File: src/inc/gsc_pkg.sv
// constants and types shared by the gas sensor command interface
package gsc_pkg;
  // clock and timing
  localparam int CLK_FREQ_HZ = 10_000_000;
  localparam int MS_PER_S = 1000;
  localparam int SAMPLE_INTERVAL_MS = 5000;
  localparam int HALT_QUIET_MS = 500;
  localparam int SAMPLE_CYCLES = (CLK_FREQ_HZ / MS_PER_S) * SAMPLE_INTERVAL_MS;
  localparam int QUIET_CYCLES = (CLK_FREQ_HZ / MS_PER_S) * HALT_QUIET_MS;
  // command codes
  localparam logic [15:0] CMD_START = 16'h21B1;
  localparam logic [15:0] CMD_FETCH = 16'hEC05;
  localparam logic [15:0] CMD_HALT = 16'h3F86;
  localparam logic [15:0] CMD_BIAS = 16'h241D;
  localparam logic [15:0] CMD_PRESS = 16'hE000;
  localparam logic [15:0] CMD_COMMIT = 16'h3615;
  // checksum
  localparam logic [7:0] CRC_POLY = 8'h31;
  localparam logic [7:0] CRC_INIT = 8'hFF;
  // framing
  localparam int BYTE_W = 8;
  localparam int FIFO_DEPTH = 16;
  localparam int CMD_BYTES = 2;
  localparam int PARAM_END = 5;
  localparam int WORD_BYTES = 3;
  localparam int SET_WORDS = 3;
  localparam logic [7:0] IDLE_BYTE = 8'hFF;
  // settings and scaling
  localparam int TEMP_SPAN_C = 175;
  localparam int WORD_FULL = 65535;
  localparam int OFFSET_DEF_C = 4;
  localparam logic [15:0] OFFSET_DEF =
    16'((OFFSET_DEF_C * WORD_FULL + TEMP_SPAN_C / 2) / TEMP_SPAN_C);
  localparam int PRESS_DEF_PA = 101300;
  localparam int PRESS_SCALE = 100;
  localparam logic [15:0] PRESS_DEF = 16'(PRESS_DEF_PA / PRESS_SCALE);
  localparam logic [15:0] WORD_MAX = 16'hFFFF;
  localparam int RH_COMP_SHIFT = 16;
  localparam int GAS_RH_SHIFT = 12;
  // operating modes and read sources
  typedef enum {MODE_IDLE, MODE_RUN, MODE_QUIET} gsc_mode_t;
  typedef enum {SRC_NONE, SRC_FETCH, SRC_PRESS} gsc_src_t;
endpackage : gsc_pkg

File: src/inc/gsc_stream_if.sv
// byte stream carrier with valid, ready and flush
`timescale 1ns/10ps
interface gsc_stream_if #(parameter int W = 8);
  logic valid;
  logic ready;
  logic flush;
  logic [W-1:0] data;
  modport prod (output valid, output data, output flush, input ready);
  modport cons (input valid, input data, input flush, output ready);
endinterface : gsc_stream_if

File: src/gsc_crc8.sv
// checksum over one 16-bit word, high byte first
`timescale 1ns/10ps
module gsc_crc8 (
  input wire logic [15:0] word,
  output logic [7:0] crc
);
  logic [7:0] c;
  logic fb;

  // bitwise shift register, msb of the word first
  always_comb begin
    c = gsc_pkg::CRC_INIT;
    fb = 1'b0;
    for (int i = 15; i >= 0; i--) begin
      fb = c[7] ^ word[i];
      c = {c[6:0], 1'b0} ^ (fb ? gsc_pkg::CRC_POLY : 8'h00);
    end
    crc = c;
  end
endmodule : gsc_crc8

File: src/gsc_fifo.sv
// parameterised byte fifo with flush
`timescale 1ns/10ps
module gsc_fifo #(
  parameter int W = 8,
  parameter int DEPTH = 16
) (
  input wire logic clk,
  input wire logic rst,
  gsc_stream_if.cons wr,
  gsc_stream_if.prod rd
);
  localparam int AW = $clog2(DEPTH);
  logic [W-1:0] mem [DEPTH];
  logic [AW-1:0] wp_reg;
  logic [AW-1:0] rp_reg;
  logic [AW:0] cnt_reg;
  logic push;
  logic pop;

  // handshakes; flush blocks both sides for its cycle
  assign wr.ready = (cnt_reg != (AW+1)'(DEPTH)) && !wr.flush;
  assign rd.valid = (cnt_reg != '0) && !wr.flush;
  assign rd.data = mem[rp_reg];
  assign rd.flush = 1'b0;
  assign push = wr.valid && wr.ready;
  assign pop = rd.valid && rd.ready;

  // storage
  always_ff @(posedge clk) begin
    if (push) begin
      mem[wp_reg] <= wr.data;
    end
  end

  // write pointer
  always_ff @(posedge clk) begin
    if (rst || wr.flush) begin
      wp_reg <= '0;
    end else if (push) begin
      wp_reg <= (wp_reg == AW'(DEPTH - 1)) ? '0 : wp_reg + 1'b1;
    end
  end

  // read pointer
  always_ff @(posedge clk) begin
    if (rst || wr.flush) begin
      rp_reg <= '0;
    end else if (pop) begin
      rp_reg <= (rp_reg == AW'(DEPTH - 1)) ? '0 : rp_reg + 1'b1;
    end
  end

  // fill level
  always_ff @(posedge clk) begin
    if (rst || wr.flush) begin
      cnt_reg <= '0;
    end else if (push && !pop) begin
      cnt_reg <= cnt_reg + 1'b1;
    end else if (pop && !push) begin
      cnt_reg <= cnt_reg - 1'b1;
    end
  end

  chk_fifo_level_bound: assert property (@(posedge clk) disable iff (rst)
    cnt_reg <= (AW+1)'(DEPTH)) else $error("fifo level above depth");
  chk_fifo_flush_empties: assert property (@(posedge clk)
    disable iff (rst) wr.flush |=> !rd.valid) else $error("fifo not flushed");
endmodule : gsc_fifo

File: src/gsc_top.sv
// gas sensor command interpreter behind an i2c byte engine
`timescale 1ns/10ps
module gsc_top #(
  parameter int SAMPLE_CYCLES = gsc_pkg::SAMPLE_CYCLES,
  parameter int QUIET_CYCLES = gsc_pkg::QUIET_CYCLES,
  parameter int FIFO_DEPTH = gsc_pkg::FIFO_DEPTH
) (
  input wire logic CLK_SYS,
  input wire logic RST,
  input wire logic WR_BEGIN,
  input wire logic RX_VALID,
  input wire logic [7:0] RX_DATA,
  output logic RX_ACK,
  input wire logic RD_BEGIN,
  output logic RD_ACK,
  input wire logic TX_REQ,
  output logic [7:0] TX_DATA,
  input wire logic BYTE_NACK,
  input wire logic BUS_STOP,
  input wire logic [15:0] SENSE_GAS,
  input wire logic [15:0] SENSE_TEMP,
  input wire logic [15:0] SENSE_RH,
  output logic SAMPLING,
  output logic PERSIST_STROBE,
  output logic [15:0] PERSIST_OFFSET,
  output logic [15:0] PERSIST_PRESS
);
  localparam int BW = gsc_pkg::BYTE_W;
  gsc_pkg::gsc_mode_t mode_reg;
  gsc_pkg::gsc_src_t src_reg;
  logic [2:0] rx_cnt_reg;
  logic wr_phase_reg;
  logic [15:0] cmd_reg, par_reg;
  logic [7:0] par_crc_reg;
  logic [31:0] samp_cnt_reg, quiet_cnt_reg;
  logic tick, tick_pend_reg, fill_start, fill_busy_reg;
  logic [1:0] widx_reg, bidx_reg, pidx_reg;
  logic [15:0] set_reg [gsc_pkg::SET_WORDS];
  logic [15:0] offset_reg, press_reg, fill_word;
  logic [7:0] par_crc, fill_crc, press_crc;
  logic rd_active_reg, rd_end;
  logic done, n2, n5, par_ok;
  logic go_start, go_halt, go_fetch, go_pread, go_pwrite, go_bias, go_commit;
  logic [15:0] temp_c, rh_c, gas_c;
  logic [31:0] rh_prod;
  logic [16:0] rh_sum, gas_sum;
  logic [7:0] hi_b, lo_b;

  gsc_stream_if #(.W(BW)) fin ();
  gsc_stream_if #(.W(BW)) fout ();

  gsc_fifo #(.W(BW), .DEPTH(FIFO_DEPTH)) u_fifo (
    .clk(CLK_SYS),
    .rst(RST),
    .wr(fin),
    .rd(fout)
  );
  gsc_crc8 u_crc_par (.word(par_reg), .crc(par_crc));
  gsc_crc8 u_crc_fill (.word(fill_word), .crc(fill_crc));
  gsc_crc8 u_crc_press (.word(press_reg), .crc(press_crc));

  // command decode at the stop that closes a write transfer
  assign done = BUS_STOP && wr_phase_reg && mode_reg != gsc_pkg::MODE_QUIET;
  assign n2 = rx_cnt_reg == 3'(gsc_pkg::CMD_BYTES);
  assign n5 = rx_cnt_reg == 3'(gsc_pkg::PARAM_END);
  assign par_ok = par_crc == par_crc_reg;
  assign go_start = done && n2 && cmd_reg == gsc_pkg::CMD_START
    && mode_reg == gsc_pkg::MODE_IDLE;
  assign go_halt = done && n2 && cmd_reg == gsc_pkg::CMD_HALT
    && mode_reg == gsc_pkg::MODE_RUN;
  assign go_fetch = done && n2 && cmd_reg == gsc_pkg::CMD_FETCH;
  assign go_pread = done && n2 && cmd_reg == gsc_pkg::CMD_PRESS;
  assign go_pwrite = done && n5 && cmd_reg == gsc_pkg::CMD_PRESS
    && par_ok;
  assign go_bias = done && n5 && cmd_reg == gsc_pkg::CMD_BIAS && par_ok
    && mode_reg == gsc_pkg::MODE_IDLE;
  assign go_commit = done && n2 && cmd_reg == gsc_pkg::CMD_COMMIT
    && mode_reg == gsc_pkg::MODE_IDLE;

  // bytes are refused during the quiet time and past the longest frame
  assign RX_ACK = wr_phase_reg && mode_reg != gsc_pkg::MODE_QUIET
    && rx_cnt_reg != 3'(gsc_pkg::PARAM_END);

  // write phase tracking
  always_ff @(posedge CLK_SYS) begin
    if (RST || BUS_STOP || RD_BEGIN) begin
      wr_phase_reg <= 1'b0;
    end else if (WR_BEGIN) begin
      wr_phase_reg <= 1'b1;
    end
  end

  // received byte assembly, high byte first
  always_ff @(posedge CLK_SYS) begin
    if (RST || WR_BEGIN) begin
      rx_cnt_reg <= '0;
    end else if (RX_VALID && RX_ACK) begin
      rx_cnt_reg <= rx_cnt_reg + 1'b1;
    end
  end

  always_ff @(posedge CLK_SYS) begin
    if (RST) begin
      cmd_reg <= '0;
      par_reg <= '0;
      par_crc_reg <= '0;
    end else if (RX_VALID && RX_ACK) begin
      if (rx_cnt_reg < 3'(gsc_pkg::CMD_BYTES)) begin
        cmd_reg <= {cmd_reg[BW-1:0], RX_DATA};
      end else if (rx_cnt_reg < 3'(gsc_pkg::PARAM_END - 1)) begin
        par_reg <= {par_reg[BW-1:0], RX_DATA};
      end else begin
        par_crc_reg <= RX_DATA;
      end
    end
  end

  // operating mode
  always_ff @(posedge CLK_SYS) begin
    if (RST) begin
      mode_reg <= gsc_pkg::MODE_IDLE;
    end else begin
      case (mode_reg)
        gsc_pkg::MODE_IDLE: begin
          if (go_start) begin
            mode_reg <= gsc_pkg::MODE_RUN;
          end
        end
        gsc_pkg::MODE_RUN: begin
          if (go_halt) begin
            mode_reg <= gsc_pkg::MODE_QUIET;
          end
        end
        gsc_pkg::MODE_QUIET: begin
          if (quiet_cnt_reg == 32'(QUIET_CYCLES - 1)) begin
            mode_reg <= gsc_pkg::MODE_IDLE;
          end
        end
        default: mode_reg <= gsc_pkg::MODE_IDLE;
      endcase
    end
  end
  assign SAMPLING = mode_reg == gsc_pkg::MODE_RUN;

  // quiet time counter after halt
  always_ff @(posedge CLK_SYS) begin
    if (RST || mode_reg != gsc_pkg::MODE_QUIET) begin
      quiet_cnt_reg <= '0;
    end else begin
      quiet_cnt_reg <= quiet_cnt_reg + 1'b1;
    end
  end

  // sample interval timer
  assign tick = SAMPLING && samp_cnt_reg == 32'(SAMPLE_CYCLES - 1);
  always_ff @(posedge CLK_SYS) begin
    if (RST || !SAMPLING || tick) begin
      samp_cnt_reg <= '0;
    end else begin
      samp_cnt_reg <= samp_cnt_reg + 1'b1;
    end
  end

  // settings: offset and pressure, with commit snapshot
  always_ff @(posedge CLK_SYS) begin
    if (RST) begin
      offset_reg <= gsc_pkg::OFFSET_DEF;
      press_reg <= gsc_pkg::PRESS_DEF;
    end else begin
      if (go_bias) begin
        offset_reg <= par_reg;
      end
      if (go_pwrite) begin
        press_reg <= par_reg;
      end
    end
  end

  always_ff @(posedge CLK_SYS) begin
    if (RST) begin
      PERSIST_STROBE <= 1'b0;
      PERSIST_OFFSET <= gsc_pkg::OFFSET_DEF;
      PERSIST_PRESS <= gsc_pkg::PRESS_DEF;
    end else begin
      PERSIST_STROBE <= go_commit;
      if (go_commit) begin
        PERSIST_OFFSET <= offset_reg;
        PERSIST_PRESS <= press_reg;
      end
    end
  end

  // compensation; offset touches only temperature and humidity
  always_comb begin
    temp_c = (SENSE_TEMP > offset_reg) ? SENSE_TEMP - offset_reg : '0;
    rh_prod = 32'(SENSE_RH) * 32'(offset_reg);
    rh_sum = 17'(SENSE_RH) + 17'(rh_prod >> gsc_pkg::RH_COMP_SHIFT);
    rh_c = rh_sum[16] ? gsc_pkg::WORD_MAX : rh_sum[15:0];
    gas_sum = 17'(SENSE_GAS) + 17'(SENSE_RH >> gsc_pkg::GAS_RH_SHIFT);
    gas_c = gas_sum[16] ? gsc_pkg::WORD_MAX : gas_sum[15:0];
  end

  // a new set waits while a read is in progress
  assign fill_start = tick_pend_reg && !rd_active_reg;
  always_ff @(posedge CLK_SYS) begin
    if (RST || (fill_start && !tick)) begin
      tick_pend_reg <= 1'b0;
    end else if (tick) begin
      tick_pend_reg <= 1'b1;
    end
  end

  always_ff @(posedge CLK_SYS) begin
    if (tick) begin
      set_reg[0] <= gas_c;
      set_reg[1] <= temp_c;
      set_reg[2] <= rh_c;
    end
  end

  // fill sequencer: word hi, word lo, crc, three times
  assign fill_word = set_reg[widx_reg];
  assign {hi_b, lo_b} = fill_word;
  assign fin.valid = fill_busy_reg;
  assign fin.data = (bidx_reg == 2'h0) ? hi_b :
    (bidx_reg == 2'h1) ? lo_b : fill_crc;
  always_ff @(posedge CLK_SYS) begin
    if (RST) begin
      fill_busy_reg <= 1'b0;
      widx_reg <= '0;
      bidx_reg <= '0;
    end else if (fill_start) begin
      fill_busy_reg <= 1'b1;
      widx_reg <= '0;
      bidx_reg <= '0;
    end else if (fill_busy_reg && fin.ready) begin
      if (bidx_reg == 2'(gsc_pkg::WORD_BYTES - 1)) begin
        bidx_reg <= '0;
        widx_reg <= widx_reg + 1'b1;
        if (widx_reg == 2'(gsc_pkg::SET_WORDS - 1)) begin
          fill_busy_reg <= 1'b0;
          widx_reg <= '0; // keeps the word index inside the set
        end
      end else begin
        bidx_reg <= bidx_reg + 1'b1;
      end
    end
  end

  // read phase: ack, pops and early end
  assign RD_ACK = RD_BEGIN && ((src_reg == gsc_pkg::SRC_FETCH
    && fout.valid && !fill_busy_reg)
    || src_reg == gsc_pkg::SRC_PRESS);
  assign rd_end = rd_active_reg && (BYTE_NACK || BUS_STOP);
  assign fout.ready = TX_REQ && rd_active_reg
    && src_reg == gsc_pkg::SRC_FETCH;
  assign fin.flush = fill_start
    || (rd_end && src_reg == gsc_pkg::SRC_FETCH);

  always_ff @(posedge CLK_SYS) begin
    if (RST || rd_end || (RD_BEGIN && !RD_ACK)) begin
      rd_active_reg <= 1'b0;
    end else if (RD_ACK) begin
      rd_active_reg <= 1'b1;
    end
  end

  always_ff @(posedge CLK_SYS) begin
    if (RST || rd_end || (RD_BEGIN && !RD_ACK)) begin
      src_reg <= gsc_pkg::SRC_NONE;
    end else if (go_fetch) begin
      src_reg <= gsc_pkg::SRC_FETCH;
    end else if (go_pread) begin
      src_reg <= gsc_pkg::SRC_PRESS;
    end
  end

  // transmit byte register
  always_ff @(posedge CLK_SYS) begin
    if (RST || RD_BEGIN) begin
      TX_DATA <= gsc_pkg::IDLE_BYTE;
      pidx_reg <= '0;
    end else if (TX_REQ && rd_active_reg) begin
      if (src_reg == gsc_pkg::SRC_FETCH) begin
        TX_DATA <= fout.valid ? fout.data : gsc_pkg::IDLE_BYTE;
      end else begin
        pidx_reg <= pidx_reg + 1'b1;
        TX_DATA <= (pidx_reg == 2'h0) ? press_reg[15:BW] :
          (pidx_reg == 2'h1) ? press_reg[BW-1:0] :
          (pidx_reg == 2'h2) ? press_crc : gsc_pkg::IDLE_BYTE;
      end
    end
  end

  chk_powerup_idle: assert property (@(posedge CLK_SYS)
    disable iff (1'b0) RST |=> mode_reg == gsc_pkg::MODE_IDLE && !SAMPLING)
    else $error("not idle after power-up");
  chk_start_enters_run: assert property (@(posedge CLK_SYS)
    disable iff (RST) go_start |=> SAMPLING && samp_cnt_reg == '0)
    else $error("start did not enter sampling");
  chk_tick_fills_set: assert property (@(posedge CLK_SYS)
    disable iff (RST) tick && !rd_active_reg && !RD_ACK |=> fill_start
    ##1 fill_busy_reg) else $error("sample tick did not refill");
  chk_empty_fetch_nack: assert property (@(posedge CLK_SYS)
    disable iff (RST) RD_BEGIN && src_reg == gsc_pkg::SRC_FETCH
    && !fout.valid |-> !RD_ACK) else $error("empty buffer acked");
  chk_read_clears_buf: assert property (@(posedge CLK_SYS)
    disable iff (RST) rd_end && src_reg == gsc_pkg::SRC_FETCH && !fill_start
    |=> !fout.valid && src_reg == gsc_pkg::SRC_NONE)
    else $error("buffer kept after read");
  chk_nack_ends_read: assert property (@(posedge CLK_SYS)
    disable iff (RST) rd_active_reg && BYTE_NACK |=> !rd_active_reg
    ##1 (!rd_active_reg || $past(RD_ACK)))
    else $error("read continued after nack");
  chk_halt_quiet_time: assert property (@(posedge CLK_SYS)
    disable iff (RST) go_halt |=> mode_reg == gsc_pkg::MODE_QUIET && !RX_ACK)
    else $error("halt did not start quiet time");
  chk_quiet_ignores: assert property (@(posedge CLK_SYS)
    disable iff (RST) mode_reg == gsc_pkg::MODE_QUIET |-> !RX_ACK ##1
    mode_reg != gsc_pkg::MODE_RUN && offset_reg == $past(offset_reg)
    && press_reg == $past(press_reg) && !PERSIST_STROBE)
    else $error("command taken during quiet time");
  chk_bias_updates: assert property (@(posedge CLK_SYS)
    disable iff (RST) go_bias |=> offset_reg == $past(par_reg))
    else $error("offset not written");
  chk_offset_default: assert property (@(posedge CLK_SYS)
    disable iff (1'b0) RST |=> offset_reg == gsc_pkg::OFFSET_DEF)
    else $error("offset default wrong");
  chk_gas_no_offset: assert property (@(posedge CLK_SYS)
    disable iff (RST) tick |=> set_reg[0] == $past(gas_c))
    else $error("gas word altered");

  cov_start: cover property (@(posedge CLK_SYS) disable iff (RST) go_start);
  cov_fetch_read: cover property (@(posedge CLK_SYS) disable iff (RST)
    RD_ACK && src_reg == gsc_pkg::SRC_FETCH);
  cov_halt: cover property (@(posedge CLK_SYS) disable iff (RST) go_halt);
  cov_bias: cover property (@(posedge CLK_SYS) disable iff (RST) go_bias);
endmodule : gsc_top

File: config.mk
export PLATFORM = sky130hd
export DESIGN_NAME = gsc_top
export DESIGN_NICKNAME = d
export VERILOG_FILES = /design/src/inc/gsc_pkg.sv /design/src/inc/gsc_stream_if.sv /design/src/gsc_crc8.sv /design/src/gsc_fifo.sv /design/src/gsc_top.sv
export SDC_FILE = /design/constraint.sdc
export NUM_CORES = 1
export LEC_CHECK = 0
export BUFFER_PORTS_ARGS = -buffer_cell sky130_fd_sc_hd__buf_4
export CORE_ASPECT_RATIO = 1.25
export CORE_MARGIN = 2
export CORE_UTILIZATION = 50
export CTS_CLUSTER_DIAMETER = 30
export DETAILED_ROUTE_END_ITERATION = 16
export GPL_ROUTABILITY_DRIVEN = 0
export PLACE_DENSITY = 0.78
export SLEW_MARGIN = 40
export SYNTH_ARGS = -nofsm -noshare
export SYNTH_HDL_FRONTEND = slang
export SYNTH_SLANG_ARGS = --single-unit
File: constraint.sdc
create_clock -name CLK_SYS -period 10.75 [get_ports CLK_SYS]
set_input_delay 2.15 -clock CLK_SYS [delete_from_list [all_inputs] [get_ports CLK_SYS]]
set_output_delay 2.15 -clock CLK_SYS [all_outputs]
set_load 0.005 [all_outputs]
==> results of run 1 <==
==> power by group through the flow <==
stage,combinational (mW),sequential (mW),clock [mW]
floorplan,1.59,1.66,0
global placement,2.00,1.66,0
detailed placement,2.09,1.66,0
CTS,2.11,1.63,1.77
global route,2.39,1.62,1.83
finish,2.13,1.63,1.75
==> layout make-up <==
type,count,area [um^2]
Antenna cell,4,10.0
Clock buffer,52,1280
Clock inverter,39,515
Fill cell,4209,22700
Inverter,294,1100
Multi-Input combinational cell,1883,15300
Sequential cell,389,9560
Tap cell,672,841
Timing Repair Buffer,129,972
==> Yosys cell counts, types with 52 or more instances <==
| cell | number |
|---|---|
| xor2_1 | 85 |
| inv_1 | 291 |
| nand3_1 | 58 |
| clkbuf_1 | 104 |
| ha_1 | 155 |
| and2_1 | 108 |
| xnor2_1 | 110 |
| nor3_1 | 56 |
| a21oi_1 | 133 |
| edfxtp_1 | 176 |
| fa_1 | 197 |
| nand2_1 | 383 |
| nor2_1 | 193 |
| o21ai_0 | 52 |
| dfxtp_1 | 213 |
==> path summary, 6_finish.rpt <==
check	slack, ns	cells after the start	end
min reg2reg	0.46	2	PERSIST_PRESS[13]
max	1.03	31	set_reg[2][14]
max reg2reg	1.99	29	set_reg[2][14]
min	0.46	2	PERSIST_PRESS[13]
==> stage by stage <==
step	power (mW)	utilization [%]	cell area, um^2	cells	setup slack (ns)
2_1_floorplan	3.24	-	26400	2682	1.04
3_3_place_gp	3.65	53.0	27800	3367	0.665
3_5_place_dp	3.75	53.1	27800	3367	0.522
4_1_cts	5.51	56.5	29600	3458	1.11
5_1_grt	5.85	56.6	29600	3462	0.563
6_report	5.51	56.6	29600	3462	1.03
==> tightest hold or removal path, delay by kind of cell (launching register included) <==
family,cells,cell delay (ns)
flops,1,0.31
simple gates,1,0.05
compound gates,1,0.05
==> kinds of logic after synthesis <==
logic type / Yosys count / share of synthesized area [%]
adder cells (fa/ha/maj): 352 / 22.3
multiplexers: 90 / 5.34
AND/OR/NAND/NOR: 946 / 16.7
AO/OA/AOI/OAI: 293 / 6.57
XOR/XNOR: 202 / 7.06
buffers and inverters: 410 / 5.89
flip-flops: 389 / 36.2
==> cells in the final DEF (no fill, tap or decap), types with 8 or more instances in the layout <==
| master | netlist | routed |
|---|---|---|
| edfxtp_1 | 176 | 176 |
| fa_1 | 197 | 197 |
| nand3_1 | 58 | 58 |
| nand2b_1 | 16 | 15 |
| nand2_1 | 383 | 383 |
| and2_1 | 108 | 108 |
| clkbuf_16 | 0 | 51 |
| o211ai_1 | 15 | 15 |
| dfxtp_1 | 213 | 203 |
| a21oi_1 | 133 | 126 |
| inv_1 | 291 | 291 |
| nor2b_1 | 18 | 18 |
| mux4_2 | 40 | 40 |
| or3_1 | 20 | 19 |
| nor2_1 | 193 | 184 |
| o21a_1 | 10 | 10 |
| nor3_1 | 56 | 54 |
| buf_4 | 0 | 128 |
| o21ai_0 | 52 | 52 |
| ha_1 | 155 | 155 |
| mux2i_1 | 43 | 43 |
| nor3b_1 | 8 | 8 |
| a31oi_1 | 18 | 18 |
| nand4_1 | 22 | 22 |
| o22ai_1 | 12 | 12 |
| xor2_1 | 85 | 85 |
| nor4_1 | 18 | 18 |
| and3_1 | 24 | 24 |
| dfxtp_2 | 0 | 9 |
| nor2_2 | 0 | 9 |
| xnor2_1 | 110 | 110 |
| a21o_1 | 14 | 14 |
==> layer usage <==
metal,vias to the layer above,share of wire [%],GRT usage (%)
li1,9031,-,-
met1,9687,36,28.0
met2,814,52,45.9
met3,234,6.5,3.12
met4,0,5.4,13.2
met5,-,0,0
==> results.json, run 1 <==
{
  "outcome": "finished, final reports clean",
  "setup_violations": 0,
  "clockPowerShare_pct": 31.8,
  "ir_drop_uv": 188,
  "critPathLaunchType": "input pin",
  "timing.critical_path.mode_cell": "fa_1",
  "crit_start": "SENSE_RH[6]",
  "avgRoutedWirePerCell_um": 19.7,
  "synth_top_area_share_pct": 20.0,
  "ctsHoldBuffers": 0,
  "tritoncts": "built",
  "syn_area_mm2": 0.0264,
  "rsz0062_at_grt": "no",
  "drc": 0,
  "max_freq_ghz": 0.103,
  "synth_fp_nets": 3098,
  "grt_max_degree": 105,
  "critPathSlowestCell": "or4b_2",
  "finalMaxSlewViolations": 0,
  "fin_tns_setup_ns": 0,
  "worst-path-buf-inv": 7,
  "async_flop_share_pct": 0,
  "p_comb_share_pct": 38.7,
  "track_usage_pct": 24.8,
  "cts_root_buf": "clkbuf_16",
  "finalWirelength_um": 68200,
  "critPathRequiredTime_ns": 11.06,
  "path_max_fanout": 17,
  "leakage_nw": 12.2,
  "p_sw_mw": 1.93,
  "crit_type": "input pin to flop",
  "ys_seq_area_share_pct": 36.2,
  "nets": 3162,
  "p_seq_share_pct": 29.5,
  "start_util_pct": 50.4,
  "yosysTopAreaCell": "edfxtp_1",
  "hold_viol_final": 0,
  "firstDrtPassIters": 6,
  "cts.sinks": 389,
  "arrival_ns": 10.03,
  "period_share_pct": 90.4,
  "max_slew_margin_pct": 40.9,
  "worstHoldStart": "PERSIST_PRESS[13]",
  "clk-insertion-delay-late_ns": 0.59,
  "drtAntennaViolNets": 0,
  "synth_edf_count": 176,
  "first_global_vias": 20600,
  "cts_max_path_buffers": 3,
  "top_level_ports": 108,
  "cap_violations": 0,
  "antenna_found_initial": 4,
  "synthFlopType": "dfxtp_1",
  "syn_area_per_cell_um2": 9.84,
  "netlist_instances": 2682,
  "cts_buffers": 49,
  "worst_pin_slew_ns": 0.883,
  "synth_area_leaders": "edfxtp_1 (20%), dfxtp_1 (16%), fa_1 (15%)",
  "cts_resized": 0,
  "port_buffers": 107,
  "syn_to_final_growth_pct": 12.3,
  "die_h_um": 261,
  "end_kind": "flop",
  "r2r-start": "offset_reg[3]",
  "rows": 94,
  "largest_reg_flops": 128,
  "path_clk_slew_ns": 0.06,
  "core_area_mm2": 0.0523,
  "hold_path_class": "flop to flop",
  "drt_iter0_drc": 1494,
  "cpLargestDelayFamily": "adder cells",
  "post-route-min-period_ns": 9.72,
  "p_sw_share_pct": 35.0,
  "crit_path_max_incr_delay_ns": 0.60,
  "hpwl_um": 50300,
  "cts_setup_buffers": 0,
  "htreeDepth": 2,
  "whs_ns": 0.457,
  "grt_pass1_wl_um": 107000,
  "power.internal_mw": 3.59,
  "overflow": 0,
  "dieArea_mm2": 0.0546,
  "layout-drive-gt1-share_pct": 11.0,
  "die_w_um": 209,
  "yosysWarnings": 0,
  "fin_skew_ns": 0.0263,
  "vias": 19800,
  "synth.distinct_cells": 63,
  "synth_seq_cells": 389,
  "vias_per_cell": 5.71,
  "p_per_area_mw_per_mm2": 186
}
No activity file was read; power rests on OpenSTA's default activity.
==> inputs of run 2 (changes only) <==
--- a/config.mk
+++ b/config.mk
@@ -13,6 +13,7 @@
 export DETAILED_ROUTE_END_ITERATION = 16
 export GPL_ROUTABILITY_DRIVEN = 0
 export PLACE_DENSITY = 0.78
+export RECOVER_POWER = 50
 export SLEW_MARGIN = 40
 export SYNTH_ARGS = -nofsm -noshare
 export SYNTH_HDL_FRONTEND = slang
==> run 2 against run 1 <==
The flow now finishes with violations (capacitance limit, slew limit). Setup slack worse by 0.031 ns. Sequential cell count stayed put. Maximum frequency is 0.32% lower. Hold slack worse by 0.0020 ns. Clock power hardly changed. Via count is 0.16% higher. Cell area is 0.17% lower. Routed wire length is 0.19% lower.
==> results.json, run 2 (same netlist as run 1, synthesis figures left out) <==
{
  "largest_reg_flops": 128,
  "first_global_vias": 20600,
  "critPathLaunchType": "input pin",
  "cap_violations": 3,
  "tritoncts": "built",
  "finalMaxSlewViolations": 199,
  "critPathRequiredTime_ns": 11.06,
  "arrival_ns": 10.06,
  "leakage_nw": 12.1,
  "hpwl_um": 50300,
  "max_freq_ghz": 0.103,
  "timing.critical_path.mode_cell": "fa_1",
  "crit_path_max_incr_delay_ns": 0.60,
  "cts.sinks": 389,
  "vias_per_cell": 5.72,
  "syn_to_final_growth_pct": 12.1,
  "fin_tns_setup_ns": 0,
  "end_kind": "flop",
  "grt_max_degree": 105,
  "htreeDepth": 2,
  "finalWirelength_um": 68100,
  "cpLargestDelayFamily": "adder cells",
  "outcome": "finished, violations left",
  "hold_path_class": "flop to flop",
  "port_buffers": 107,
  "post-route-min-period_ns": 9.75,
  "final_common_cell": "nand2_1",
  "overflow": 0,
  "period_share_pct": 90.7,
  "drc": 0,
  "cts_root_buf": "clkbuf_16",
  "final_cell_mix": "nand2_1 (383), inv_1 (293), dfxtp_1 (204), fa_1 (197), nor2_1 (184)",
  "track_usage_pct": 24.8,
  "max_slew_margin_pct": -192,
  "clk-insertion-delay-late_ns": 0.59,
  "setup_violations": 0,
  "worst-path-buf-inv": 7,
  "die_w_um": 209,
  "ctsHoldBuffers": 0,
  "postLayoutCoreUtil_pct": 56.5,
  "grt_pass1_wl_um": 107000,
  "post-route-cell-area_mm2": 0.0296,
  "dieArea_mm2": 0.0546,
  "rsz0062_at_grt": "no",
  "top_level_ports": 108,
  "p_per_area_mw_per_mm2": 187,
  "cts_max_path_buffers": 3,
  "p_total_mw": 5.52,
  "crit_type": "input pin to flop",
  "worst_pin_slew_ns": 4.39,
  "avgRoutedWirePerCell_um": 19.7,
  "hold_viol_final": 0,
  "path_max_fanout": 17,
  "placed_area_mm2": 0.0278,
  "rows": 94,
  "cts_buffers": 49,
  "firstDrtPassIters": 6,
  "start_util_pct": 50.4,
  "path_clk_slew_ns": 0.06,
  "vias": 19800,
  "cts_setup_buffers": 0,
  "cts_resized": 0,
  "layout-drive-gt1-share_pct": 10.4,
  "drt_iter0_drc": 1467,
  "drtAntennaViolNets": 0,
  "antenna_found_initial": 4,
  "violations": "capacitance limit, slew limit",
  "ir_drop_uv": 188,
  "die_h_um": 261,
  "nets": 3162,
  "fin_skew_ns": 0.0305,
  "critPathSlowestCell": "or4b_2",
  "core_area_mm2": 0.0523
}
==> run 2: cell count changes in the layout (fill, tap and decap cells not counted), sizes merged <==
cell / before / now
clkbuf: 52 / 100
buf: 129 / 81
==> run 2: metal layers <==
metal / track usage [%] / share of wire, % / up-vias
li1: - / - / 9037
met3: 3.12 / 6.2 / 232
met5: 0 / 0 / -
met1: 28.0 / 36 / 9758
met2: 45.9 / 52 / 770
met4: 13.2 / 5.4 / 0
==> run 2: final timing paths <==
kind / start / end / slack, ns / cells past startpoint
setup reg to reg: offset_reg[5] / set_reg[2][14] / 1.92 / 30
setup / recovery: SENSE_RH[6] / set_reg[2][14] / 1.0 / 31
hold / removal: PERSIST_PRESS[13] / PERSIST_PRESS[13] / 0.46 / 2
hold reg to reg: PERSIST_PRESS[13] / PERSIST_PRESS[13] / 0.46 / 2
==> run 2: cell type report <==
| class | instances | area [um^2] |
|---|---|---|
| antenna | 4 | 10.0 |
| tap | 672 | 841 |
| clock buffer | 52 | 1280 |
| timing repair buffer | 129 | 938 |
| fill | 4219 | 22800 |
| inverter | 294 | 1100 |
| multi-input combinational | 1883 | 15300 |
| clock inverter | 39 | 515 |
| sequential | 389 | 9560 |
==> run 2: power breakdown <==
part,switching (mW),total [mW],internal (mW)
Clock,0.711,1.75,1.04
Sequential,0.00157,1.63,1.62
Combinational,1.22,2.14,0.918
Total,1.93,5.52,3.59
==> run 2: through the flow <==
step	instances	hold WS (ns)	setup slack, ns
after floorplan	2682	0.430	1.04
after global placement	3367	0.441	0.665
after detailed placement	3367	0.448	0.522
after CTS	3458	0.462	1.11
after global routing	3462	0.476	0.563
final	3462	0.455	0.999
==> run 2: worst register-to-register path: cells and delay by family, from the launching register on <==
| kind | cells | cell delay (ns) |
|---|---|---|
| flip-flops | 1 | 0.93 |
| AND/OR/NAND/NOR | 5 | 1.37 |
| AO/OA/AOI/OAI | 11 | 2.14 |
| buffers and inverters | 6 | 0.52 |
| adder cells (fa/ha/maj) | 8 | 3.61 |
==> inputs of run 3 (changes only) <==
--- a/config.mk
+++ b/config.mk
@@ -5,14 +5,14 @@
 export SDC_FILE = /design/constraint.sdc
 export NUM_CORES = 1
 export LEC_CHECK = 0
-export BUFFER_PORTS_ARGS = -buffer_cell sky130_fd_sc_hd__buf_4
+export BUFFER_PORTS_ARGS = -buffer_cell sky130_fd_sc_hd__buf_2
 export CORE_ASPECT_RATIO = 1.25
 export CORE_MARGIN = 2
-export CORE_UTILIZATION = 50
+export CORE_UTILIZATION = 25
 export CTS_CLUSTER_DIAMETER = 30
 export DETAILED_ROUTE_END_ITERATION = 16
 export GPL_ROUTABILITY_DRIVEN = 0
-export PLACE_DENSITY = 0.78
+export PLACE_DENSITY = 0.5
 export RECOVER_POWER = 50
 export SLEW_MARGIN = 40
 export SYNTH_ARGS = -nofsm -noshare
==> constraint.sdc (replaced) <==
create_clock -name CLK_SYS -period 10.75 [get_ports CLK_SYS]
set_input_delay 1.6125 -clock CLK_SYS [delete_from_list [all_inputs] [get_ports CLK_SYS]]
set_output_delay 1.6125 -clock CLK_SYS [all_outputs]
set_load 0.005 [all_outputs]
==> run 3 against run 2 <==
The run still ends with capacitance limit, slew limit left. Non-clock buffer count grew 9. Sequential power about the same. Total power up 13%. Global-route usage fell by 11 points. Count of clock-buffer cells in the layout is 47 higher. First-iteration DRC count is 34% lower. Sequential cell count stayed put. Combinational power about the same. Critical path type unchanged.
==> results.json, run 3 (same netlist as run 1, synthesis figures left out) <==
{
  "outcome": "finished, violations left",
  "violations": "capacitance limit, slew limit",
  "cap_violations": 6,
  "largest_reg_flops": 128,
  "avgRoutedWirePerCell_um": 17.6,
  "max_freq_ghz": 0.106,
  "drc": 0,
  "die_h_um": 367,
  "cts.sinks": 389,
  "power.internal_mw": 4.21,
  "crit_path_max_incr_delay_ns": 0.73,
  "setup_violations": 0,
  "path_clk_slew_ns": 0.05,
  "post-route-cell-area_mm2": 0.0313,
  "drt_iter0_drc": 962,
  "clockPowerShare_pct": 40.2,
  "p_sw_share_pct": 32.8,
  "placed_area_mm2": 0.0286,
  "period_share_pct": 88.1,
  "grt_max_degree": 82,
  "rows": 133,
  "timing.critical_path.mode_cell": "fa_1",
  "cts_resized": 0,
  "vias_per_cell": 4.45,
  "gr-usage-met3_pct": 1.79,
  "rrSetupSlack_ns": 1.94,
  "p_sw_mw": 2.05,
  "critPathRequiredTime_ns": 11.08,
  "busiest_layer": "met2",
  "dp_cells": 4121,
  "firstDrtPassIters": 4,
  "post-route-min-period_ns": 9.47,
  "worst_pin_slew_ns": 3.62,
  "track_usage_pct": 14.1,
  "hpwl_um": 57200,
  "htreeDepth": 3,
  "first_global_vias": 19700,
  "ctsHoldBuffers": 0,
  "cts_setup_buffers": 0,
  "whs_ns": 0.451,
  "hold_viol_final": 0,
  "crit_type": "input pin to flop",
  "syn_to_final_growth_pct": 18.8,
  "use_met1_pct": 17.2,
  "start_util_pct": 25.1,
  "cts_root_buf": "clkbuf_16",
  "whs_endpoint": "PERSIST_OFFSET[5]",
  "max_slew_margin_pct": -142,
  "path_max_fanout": 14,
  "fin_tns_setup_ns": 0,
  "r2r-start": "offset_reg[4]",
  "critPathSlowestCell": "clkbuf_1",
  "core_area_mm2": 0.105,
  "overflow": 0,
  "rr_worst_depth": 29,
  "hold_path_class": "flop to flop",
  "final_common_cell": "nand2_1",
  "end_kind": "flop",
  "antenna_found_initial": 5,
  "cts_max_path_buffers": 3,
  "finalWirelength_um": 75400,
  "ir_drop_uv": 194,
  "top_level_ports": 108,
  "tritoncts": "built",
  "fin_skew_ns": 0.0188,
  "critPathLaunchType": "input pin",
  "leakage_nw": 12.5,
  "drtAntennaViolNets": 0,
  "final_cell_mix": "nand2_1 (382), inv_1 (293), dfxtp_1 (204), fa_1 (197), nor2_1 (187)",
  "vias": 19000,
  "nets": 3203,
  "met2_usage_pct": 25.4,
  "arrival_ns": 9.80,
  "min_path_cells": 2,
  "cts_buffers": 81,
  "setup_ws_ns": 1.28,
  "final_cell_count_no_fill": 4273,
  "p_comb_share_pct": 33.7,
  "layout-drive-gt1-share_pct": 11.4,
  "die_w_um": 295,
  "rsz0062_at_grt": "no",
  "port_buffers": 107,
  "worstHoldStart": "PERSIST_OFFSET[5]",
  "finalMaxSlewViolations": 192,
  "p_seq_share_pct": 26.0,
  "clk-insertion-delay-late_ns": 0.60,
  "regToRegEndpoint": "set_reg[2][14]",
  "p_per_area_mw_per_mm2": 200,
  "dp_slack_ns": 0.777,
  "grt_pass1_wl_um": 117000,
  "dieArea_mm2": 0.108
}
[run 3: cell types whose count changed in the layout (fill, tap and decap cells not counted), moves of 5 or more]
cell        change
buf_2          +85
clkinvlp_4      +7
inv_8           -5
clkbuf_16      +33
clkinv_1        +5
clkbuf_8        +5
clkbuf_1       +29
clkbuf_4       -40
buf_4          -57
clkinv_2        +6
[run 3: worst max-delay path by stage]
stage / startpoint / slack (ns) / depth (start not counted) / to
after floorplan: SENSE_RH[8] / 1.58 / 29 / set_reg[2][14]
after global placement: SENSE_RH[8] / 0.74 / 29 / set_reg[2][14]
after detailed placement: SENSE_RH[8] / 0.78 / 29 / set_reg[2][14]
after CTS: SENSE_RH[8] / 1.43 / 29 / set_reg[2][14]
after global routing: SENSE_RH[12] / 0.63 / 29 / set_reg[2][14]
final: SENSE_RH[12] / 1.28 / 29 / set_reg[2][14]
[run 3: layout make-up]
class                      count  area [um^2]
tap                         1417         1770
inverter                     294         1100
clock buffer                  99         2210
timing repair buffer         138          714
fill                       11000        73700
multi-input combinational   1883        15400
clock inverter                51          582
antenna                        2         5.00
sequential                   389         9560
[run 3: worst max-delay path, delay by kind of cell]
family / cells / cell delay (ns)
compound gates: 8 / 1.84
simple gates: 7 / 1.42
buf+inv: 6 / 1.15
fa+ha+maj: 8 / 3.75
[run 3: per-layer routing]
layer	part of all wire [%]	up-vias
met3	3.9	100
met1	42	9383
li1	-	9154
met5	0.017	-
met4	2.4	2
met2	52	385
[run 3: metrics by stage]
stage          utilization (%)  total power [mW]
2_1_floorplan                -              3.24
3_3_place_gp              27.2              3.78
3_5_place_dp              27.2              3.78
4_1_cts                   29.9              6.33
5_1_grt                   29.8              6.71
6_report                  29.8              6.26
[run 3: power by group through the flow]
| stage | clock, mW | combinational, mW | sequential (mW) |
|---|---|---|---|
| finish | 2.52 | 2.11 | 1.63 |
| global route | 2.65 | 2.44 | 1.63 |
| CTS | 2.57 | 2.13 | 1.63 |
| detailed placement | 0 | 2.12 | 1.66 |
| global placement | 0 | 2.12 | 1.66 |
| floorplan | 0 | 1.59 | 1.66 |
